**config.mk**
```make
export PLATFORM = sky130hd
export DESIGN_NAME = mac_unit
export DESIGN_NICKNAME = d
export VERILOG_FILES = /design/src/pkg/mac_pkg.sv /design/src/pkg/mac_table_if.sv /design/src/verilog/mac_table.sv /design/src/verilog/mac_unit.sv
export SDC_FILE = /design/constraint.sdc
export NUM_CORES = 2
export LEC_CHECK = 0
export BUFFER_PORTS_ARGS = -buffer_cell sky130_fd_sc_hd__buf_4
export CORE_MARGIN = 1.5
export CORE_UTILIZATION = 45
export DETAILED_ROUTE_END_ITERATION = 8
export GPL_ROUTABILITY_DRIVEN = 1
export SYNTH_ARGS = -nofsm -noshare
export SYNTH_HDL_FRONTEND = slang
export SYNTH_SLANG_ARGS = --single-unit
```
**constraint.sdc**
```tcl
create_clock -name core_clk -period 9 [get_ports core_clk]
set_input_delay 1.35 -clock core_clk [delete_from_list [all_inputs] [get_ports core_clk]]
set_output_delay 1.35 -clock core_clk [all_outputs]
set_load 0.01 [all_outputs]
```
**src/pkg/mac_pkg.sv**
```systemverilog
// Purpose: Shared constants for the multiply-accumulate datapath
// Assumes: 16-bit core, 40-bit accumulator
// Notes: Status and control bit positions are fixed here
package mac_pkg;
   localparam int WORD_W = 16;
   localparam int ACC_W = 40;
   localparam int TABLE_DEPTH = 8;
   localparam int TABLE_IDX_W = 3;
   // Status word fields
   localparam int ST_N = 8;
   localparam int ST_Z = 9;
   localparam int ST_E = 10;
   localparam int ST_SV = 11;
   localparam int ST_C = 12;
   localparam int ST_SL = 13;
   localparam logic [15:0] STATUS_RESET = 16'h0200;
   // Control word fields
   localparam int CW_MP = 9;
   localparam int CW_MS = 10;
   localparam logic [15:0] CONTROL_RESET = 16'h0000;
   localparam logic [15:0] ACC_WORD_RESET = 16'h0000;
   // A source select
   localparam logic [1:0] A_ZERO = 2'h0;
   localparam logic [1:0] A_ROUND = 2'h1;
   localparam logic [1:0] A_PRODUCT = 2'h2;
   localparam logic [1:0] A_CONCAT = 2'h3;
   localparam logic [39:0] ROUND_CONST = 40'h00_0000_8000;
   localparam logic [39:0] SAT_POS = 40'h00_7FFF_FFFF;
   localparam logic [39:0] SAT_NEG = 40'hFF_8000_0000;
   localparam logic [15:0] LIMIT_POS = 16'h7FFF;
   localparam logic [15:0] LIMIT_NEG = 16'h8000;
   // Store source select
   localparam logic [1:0] ST_HIGH = 2'h0;
   localparam logic [1:0] ST_LOW = 2'h1;
   localparam logic [1:0] ST_STATUS = 2'h2;
   localparam logic [1:0] ST_LIMITED = 2'h3;
endpackage

```
**src/pkg/mac_table_if.sv**
```systemverilog
// Purpose: Link between datapath and operand table
// Assumes: Single clock
// Notes: Read data is registered inside the table
`timescale 1ns/1ps
`default_nettype none
interface mac_table_if;
   logic shift_en;
   logic [15:0] shift_in;
   logic [2:0] rd_idx;
   logic [15:0] rd_data;
   modport dp (output shift_en, output shift_in, output rd_idx,
      input rd_data);
   modport mem (input shift_en, input shift_in, input rd_idx,
      output rd_data);
endinterface
`default_nettype wire

```
**src/verilog/mac_table.sv**
```systemverilog
// Purpose: Operand table that shifts by one entry on a move
// Assumes: Shift and read in the same cycle see the old contents
// Notes: Read data comes from a register
`timescale 1ns/1ps
`default_nettype none
module mac_table (
   input wire logic core_clk,
   input wire logic sys_rst,
   mac_table_if.mem tbl
);
   logic [15:0] entry [mac_pkg::TABLE_DEPTH];

   genvar i;
   generate
      for (i = 0; i < mac_pkg::TABLE_DEPTH; i++) begin : g_entry
         always_ff @(posedge core_clk or posedge sys_rst) begin
            if (sys_rst) begin
               entry[i] <= 16'h0000;
            end else if (tbl.shift_en) begin
               if (i == 0) begin
                  entry[i] <= tbl.shift_in;
               end else begin
                  entry[i] <= entry[(i == 0) ? 0 : i - 1];
               end
            end
         end
      end
   endgenerate

   always_ff @(posedge core_clk or posedge sys_rst) begin
      if (sys_rst) begin
         tbl.rd_data <= 16'h0000;
      end else begin
         tbl.rd_data <= entry[tbl.rd_idx];
      end
   end
endmodule
`default_nettype wire

```
**src/verilog/mac_unit.sv**
```systemverilog
// Purpose: Multiply-accumulate datapath with 40-bit accumulator
// Assumes: Decode drives op controls for one cycle per operation
// Notes: All outputs registered; software writes lose to hardware sets
//
// Summary of operation
// - 16x16 multiply, signed or unsigned, 32-bit product
// - Each operand picked from either bus
// - Product sign-extended, optional one-bit left shift
// - 40-bit adder; extension flag on 32-bit overflow
// - A source: zero, round, product, concatenation
// - Concatenation shifted left by instruction request
// - B source: zero or shifted/inverted accumulator
// - Zeroed input passes other; result to accumulator
// - Saturation enabled clamps to 32-bit extremes
// - Saturation sets sticky flag until cleared
// - 40-bit overflow sets sticky flag until cleared
// - Accumulator is high, low, extension byte
// - Limited store gives 7FFF or 8000 when extension flag set, else high word
// - Limited store changes no accumulator or flag
// - Multiply-with-move shifts operand table concurrently
// - Reset: status 0200h, control zero
// - Reset: accumulator words read zero
`timescale 1ns/1ps
`default_nettype none
module mac_unit (
   input wire logic core_clk,
   input wire logic sys_rst,
   input wire logic [15:0] operand_bus_first,
   input wire logic [15:0] operand_bus_second,
   input wire logic op_valid,
   input wire logic mul_x_sel,
   input wire logic mul_y_sel,
   input wire logic mul_x_signed,
   input wire logic mul_y_signed,
   input wire logic [1:0] a_src_sel,
   input wire logic concat_shift,
   input wire logic b_use_acc,
   input wire logic b_shift_right,
   input wire logic b_invert,
   input wire logic multiply_with_move_op,
   input wire logic [2:0] table_rd_idx,
   input wire logic control_wr,
   input wire logic [15:0] control_wdata,
   input wire logic status_wr,
   input wire logic [15:0] status_wdata,
   input wire logic acc_high_wr,
   input wire logic acc_low_wr,
   input wire logic [15:0] acc_wdata,
   input wire logic coproc_store_op,
   input wire logic [1:0] store_sel,
   output logic [15:0] acc_high_word,
   output logic [15:0] acc_low_word,
   output logic [15:0] mac_status_word,
   output logic [15:0] mac_control_word,
   output logic [15:0] store_data,
   output logic store_valid,
   output logic [15:0] table_rd_data
);
   mac_table_if tbl ();

   mac_table u_table (
      .core_clk(core_clk),
      .sys_rst(sys_rst),
      .tbl(tbl.mem)
   );

   assign tbl.shift_en = op_valid & multiply_with_move_op;
   assign tbl.shift_in = operand_bus_first;
   assign tbl.rd_idx = table_rd_idx;

   // Multiplier operands and sign handling
   wire [15:0] mul_x = mul_x_sel ? operand_bus_second
      : operand_bus_first;
   wire [15:0] mul_y = mul_y_sel ? operand_bus_second
      : operand_bus_first;
   wire signed [16:0] mul_x_ext = {mul_x_signed & mul_x[15], mul_x};
   wire signed [16:0] mul_y_ext = {mul_y_signed & mul_y[15], mul_y};
   wire signed [33:0] mul_full = mul_x_ext * mul_y_ext;
   wire [31:0] product = mul_full[31:0];
   wire prod_sign = mul_full[33];
   wire [39:0] product_ext = {{8{prod_sign}}, product};
   wire product_shift_bit = mac_control_word[mac_pkg::CW_MP];
   wire saturation_enable_bit = mac_control_word[mac_pkg::CW_MS];
   wire [39:0] product_scaled = product_shift_bit
      ? {product_ext[38:0], 1'b0} : product_ext;

   // Concatenated bus source
   wire [31:0] concat_word = {operand_bus_first, operand_bus_second};
   wire [39:0] concat_ext = {{8{concat_word[31]}}, concat_word};
   wire [39:0] concat_scaled = concat_shift
      ? {concat_ext[38:0], 1'b0} : concat_ext;

   logic [39:0] a_in;
   always_comb begin
      case (a_src_sel)
         mac_pkg::A_ZERO: a_in = 40'h00_0000_0000;
         mac_pkg::A_ROUND: a_in = mac_pkg::ROUND_CONST;
         mac_pkg::A_PRODUCT: a_in = product_scaled;
         mac_pkg::A_CONCAT: a_in = concat_scaled;
         default: a_in = 40'h00_0000_0000;
      endcase
   end

   // Accumulator as one word and the B path
   wire [7:0] acc_extension_byte = mac_status_word[7:0];
   wire [39:0] acc = {acc_extension_byte, acc_high_word,
      acc_low_word};
   // Right shift by one word keeps the sign
   wire [39:0] acc_shifted = b_shift_right
      ? {{16{acc[39]}}, acc[39:16]} : acc;
   wire [39:0] acc_inv = b_invert ? ~acc_shifted : acc_shifted;
   wire [39:0] b_in = b_use_acc ? acc_inv : 40'h00_0000_0000;
   wire carry_in = b_use_acc & b_invert;

   // 40-bit adder with carry and signed overflow
   wire [40:0] sum_wide = {1'b0, a_in} + {1'b0, b_in}
      + {40'h00_0000_0000, carry_in};
   wire [39:0] sum = sum_wide[39:0];
   wire carry_out = sum_wide[40];
   wire ovf40 = (a_in[39] == b_in[39]) & (sum[39] != a_in[39]);
   // True sign of the result, valid even past 40 bits
   wire true_neg = ovf40 ? a_in[39] : sum[39];
   wire ovf32 = (sum[39:31] != {9{sum[39]}}) | ovf40;
   wire sat_hit = saturation_enable_bit & ovf32;
   wire [39:0] acc_result = sat_hit
      ? (true_neg ? mac_pkg::SAT_NEG : mac_pkg::SAT_POS) : sum;

   // Next accumulator from either the adder or software writes
   wire acc_op = op_valid;
   wire [15:0] next_acc_high = acc_op ? acc_result[31:16]
      : (acc_high_wr ? acc_wdata : acc_high_word);
   wire [15:0] next_acc_low = acc_op ? acc_result[15:0]
      : (acc_low_wr ? acc_wdata : acc_low_word);
   wire [7:0] sw_ext = status_wr ? status_wdata[7:0] : acc_extension_byte;
   wire [7:0] next_acc_ext = acc_op ? acc_result[39:32] : sw_ext;
   wire [39:0] next_acc = {next_acc_ext, next_acc_high, next_acc_low};

   // Flags derived from the value being written
   wire acc_written = acc_op | acc_high_wr | acc_low_wr | status_wr;
   wire next_e = next_acc[39:31] != {9{next_acc[39]}};
   wire next_n = next_acc[39];
   wire next_z = next_acc == 40'h00_0000_0000;

   // Sticky flags: hardware set beats software clear
   wire sw_sl = status_wr ? status_wdata[mac_pkg::ST_SL]
      : mac_status_word[mac_pkg::ST_SL];
   wire sw_sv = status_wr ? status_wdata[mac_pkg::ST_SV]
      : mac_status_word[mac_pkg::ST_SV];
   wire next_sl = sw_sl | (acc_op & sat_hit);
   wire next_sv = sw_sv | (acc_op & ovf40);
   wire sw_c = status_wr ? status_wdata[mac_pkg::ST_C]
      : mac_status_word[mac_pkg::ST_C];
   wire next_c = acc_op ? carry_out : sw_c;

   wire [15:0] next_status = {2'b00, next_sl, next_c, next_sv,
      acc_written ? next_e : mac_status_word[mac_pkg::ST_E],
      acc_written ? next_z : mac_status_word[mac_pkg::ST_Z],
      acc_written ? next_n : mac_status_word[mac_pkg::ST_N],
      next_acc_ext};

   // Limited store reads only, never writes state
   wire flag_e = mac_status_word[mac_pkg::ST_E];
   wire flag_n = mac_status_word[mac_pkg::ST_N];
   wire [15:0] limited_acc_source = !flag_e ? acc_high_word
      : (flag_n ? mac_pkg::LIMIT_NEG : mac_pkg::LIMIT_POS);
   logic [15:0] next_store;
   always_comb begin
      case (store_sel)
         mac_pkg::ST_HIGH: next_store = acc_high_word;
         mac_pkg::ST_LOW: next_store = acc_low_word;
         mac_pkg::ST_STATUS: next_store = mac_status_word;
         mac_pkg::ST_LIMITED: next_store = limited_acc_source;
         default: next_store = acc_high_word;
      endcase
   end

   always_ff @(posedge core_clk or posedge sys_rst) begin
      if (sys_rst) begin
         acc_high_word <= mac_pkg::ACC_WORD_RESET;
         acc_low_word <= mac_pkg::ACC_WORD_RESET;
         mac_status_word <= mac_pkg::STATUS_RESET;
      end else begin
         acc_high_word <= next_acc_high;
         acc_low_word <= next_acc_low;
         mac_status_word <= next_status;
      end
   end

   always_ff @(posedge core_clk or posedge sys_rst) begin
      if (sys_rst) begin
         mac_control_word <= mac_pkg::CONTROL_RESET;
      end else if (control_wr) begin
         mac_control_word <= control_wdata;
      end
   end

   always_ff @(posedge core_clk or posedge sys_rst) begin
      if (sys_rst) begin
         store_data <= 16'h0000;
         store_valid <= 1'b0;
      end else begin
         store_valid <= coproc_store_op;
         if (coproc_store_op) begin
            store_data <= next_store;
         end
      end
   end

   always_ff @(posedge core_clk or posedge sys_rst) begin
      if (sys_rst) begin
         table_rd_data <= 16'h0000;
      end else begin
         table_rd_data <= tbl.rd_data;
      end
   end
endmodule
`default_nettype wire
```
==> run_results.csv <==
group,metric,value,unit
layout,regArea,0.00598,sq mm
worst_setup_path,slowest_stage,"fa_2",
worst_setup_path,r2r_cells,27,
yosys,synth-adder-area-share,0.289,
cts,cts.sinks,239,
yosys,yosys.area_share.simple,0.111,
yosys,synthDominantCellAreaShare,0.229,
floorplan,row_count,88,
detailed_routing,dr.pass1.iters,5,
global_route,antenna_found_initial,1,
sta,max_clock_freq,0.0845,GHz
worst_setup_path,cp.arrival,12.29,ns
yosys,ys_ff_latch,239,
sta,rsz0062_at_grt,"true",
detailed_routing,num_vias,21900,
floorplan,core_area,0.0576,sq mm
yosys,synthesis.instances,2627,
layout,nets,3791,
layout,antenna_cells,0,
layout,drive_gt1_frac,0.376,
sta,setup_viol,46,
yosys,synthXorXnorAreaFrac,0.0362,
yosys,synthArstFlopShare,1.00,
sta,hold_violations,0,
cts,clockRootBuffer,"clkbuf_16",
cts,htree_levels,1,
worst_hold_path,hold_depth,0,
sta,fin_crit,11.84,ns
worst_setup_path,end_kind,"flip-flop",
sta,timing.final.ws_setup,-2.84,ns
flow_run,drv_cap,0,
yosys,yosysWarnings,0,
sta,finalSetupTns,-77.31,ns
worst_setup_path,critical-path-max-stage-delay,0.54,ns
place,portBuffers,193,
worst_setup_path,crit_top_cell,"fa_1",
layout,final_util,0.599,
detailed_routing,drtIter0Drc,1387,
floorplan,dieArea,0.0595,sq mm
worst_hold_path,min_path_type,"reg2reg",
detailed_routing,ant_nets,0,
worst_setup_path,critical_path_class,"in2reg",
cts,cts_tree,"built",
floorplan,die_h,244,um
outcome,failed_checks,"setup timing",
detailed_routing,avgViaCountPerCell,5.42,
yosys,synth_top_family_by_area,"adder cells",
cts,cts_buffers,23,
place,postPlaceCellArea,0.0322,sq mm
layout,final_area,0.0345,sq mm
yosys,synth_compound_gate_area_share,0.0933,
place,finalWeightedCongestion,1.00,
sta,hold_slack,0.347,ns
cts,clock_latency,0.54,ns
yosys,ys.flop_type,"dfrtp_1",
yosys,synth_area,0.0261,sq mm
cts,clockBufferDepth,3,
worst_setup_path,crit_fanout,7,
place,hpwl,71600,um
layout,area_growth,31.9,%
global_route,grt_pass1_wl,134000,um
floorplan,die_x,244,um
outcome,status,"finished, violations left",
sta,slew_viol_final,0,
floorplan,start_util,0.454,
sta,worst_pin_slew,1.03,ns
global_route,grt_max_degree,183,
cts,clkTransAtPathRegs,0.07,ns
cts,hold_buffers,0,
yosys,synth.distinct_cells,79,
global_route,grt_pass1_vias,22600,
yosys,post-synth-top-count-cell,"inv_1",
yosys,yosysSeqAreaShare,0.229,
yosys,synth_area_leaders,"fa_1 23%, dfrtp_1 23%, mux2_2 9.1%",
detailed_routing,finalWirelength,87400,um
global_route,grt_usage,0.293,
detailed_routing,post_drt_wl_per_cell,21.6,um
layout,multiInputGateArea,0.0196,sq mm
worst_setup_path,cp-start-kind,"primary input",
yosys,synthMuxAreaShare,0.172,
yosys,avgSynthCellArea,9.95,sq um
worst_setup_path,cp.required,9.45,ns
sta,fin_skew,0.00953,ns
yosys,synth_edf_count,0,
detailed_routing,drc,0,
sta,relSlewSlack,0.311,
yosys,synth_common_cells,"344 x inv_1, 299 x fa_1, 238 x dfrtp_1",
yosys,synth_top_cell_by_area,"fa_1",
sta,fin_crit_sh,1.32,
global_route,grt.overflow.total,0,
floorplan,num_io_pins,201,
layout,fillers,5025,
[final timing paths]
kind                                   startpoint            endpoint  slack, ns
hold / removal             u_table.tbl.rd_data[1]    table_rd_data[1]       0.35
setup / recovery                        mul_x_sel  mac_status_word[9]      -2.84
hold reg to reg            u_table.tbl.rd_data[1]    table_rd_data[1]       0.35
setup reg to reg              mac_control_word[9]  mac_status_word[9]       1.70
max in group asynchronous                 sys_rst    table_rd_data[5]       6.80
min in group asynchronous                 sys_rst       store_data[2]       0.81
[metrics by stage]
| stage | std cells | setup WS, ns |
|---|---|---|
| 2_1_floorplan | 2628 | -2.87 |
| 3_3_place_gp | 3940 | -3.52 |
| 3_5_place_dp | 3940 | -3.82 |
| 4_1_cts | 4019 | -2.57 |
| 5_1_grt | 4045 | -3.15 |
| 6_report | 4045 | -2.84 |
[worst max-delay path, delay by kind of cell]
kind | cells | cell delay (ns)
multiplexers | 1 | 0.44
buffers and inverters | 9 | 0.83
AO/OA/AOI/OAI | 17 | 3.24
AND/OR/NAND/NOR | 12 | 2.13
adder cells (fa/ha/maj) | 10 | 4.28
[registers in the layout (all words and copies together) (netlist names)]
register / count
u_table.tbl.rd_data: 16
table_rd_data: 16
store_valid: 1
u_table.entry: 128
mac_status_word: 14
acc_high_word: 16
mac_control_word: 16
acc_low_word: 16
store_data: 16
[cell type report]
type	instances	share of cell area
Clock buffer	33	0.0195
Sequential cell	239	0.174
Tap cell	765	0.0278
Clock inverter	9	0.00356
Timing Repair Buffer	732	0.170
Inverter	345	0.0378
Multi-Input combinational cell	1922	0.568
[what timing repair did]
item | 4_1_cts | 5_1_grt
setup endpoints to repair | 46 | 46
gates resized for setup | 137 | 105
buffers inserted | 37 | 32
pin swaps | 50 | 50
gates cloned | 1 | 0
[placed cells by master, fill, tap and decap left out, types with 21 or more instances in the layout]
| cell | Yosys | routed |
|---|---|---|
| a21oi_1 | 118 | 95 |
| buf_6 | 5 | 38 |
| xnor2_1 | 87 | 84 |
| and2_1 | 49 | 47 |
| mux2i_1 | 113 | 94 |
| mux4_2 | 44 | 44 |
| inv_1 | 344 | 330 |
| dfrtp_1 | 238 | 238 |
| buf_4 | 4 | 674 |
| clkbuf_16 | 0 | 23 |
| a21oi_2 | 0 | 22 |
| ha_1 | 125 | 115 |
| a21o_1 | 21 | 21 |
| fa_1 | 299 | 289 |
| a211oi_1 | 47 | 36 |
| mux2_2 | 211 | 191 |
| nor2_1 | 230 | 213 |
| o21ai_0 | 77 | 56 |
| nand2_1 | 226 | 208 |
[cell families after synthesis]
kind of cell	count (synthesis)
compound gates	377
xor+xnor	107
fa+ha+maj	424
buf+inv	467
flops	239
mux	368
other cells	1
simple gates	644
[per-layer routing]
layer,vias up,part of all wire,GRT usage
li1,10100,-,-
met3,133,0.049,0.0350
met4,0,0.030,0.0772
met5,-,0,0
met1,11100,0.44,0.406
met2,611,0.48,0.487
Power is left out: the tool's default activity adds up to more than one toggle a clock period on the data nets, which glitch-free logic cannot reach.
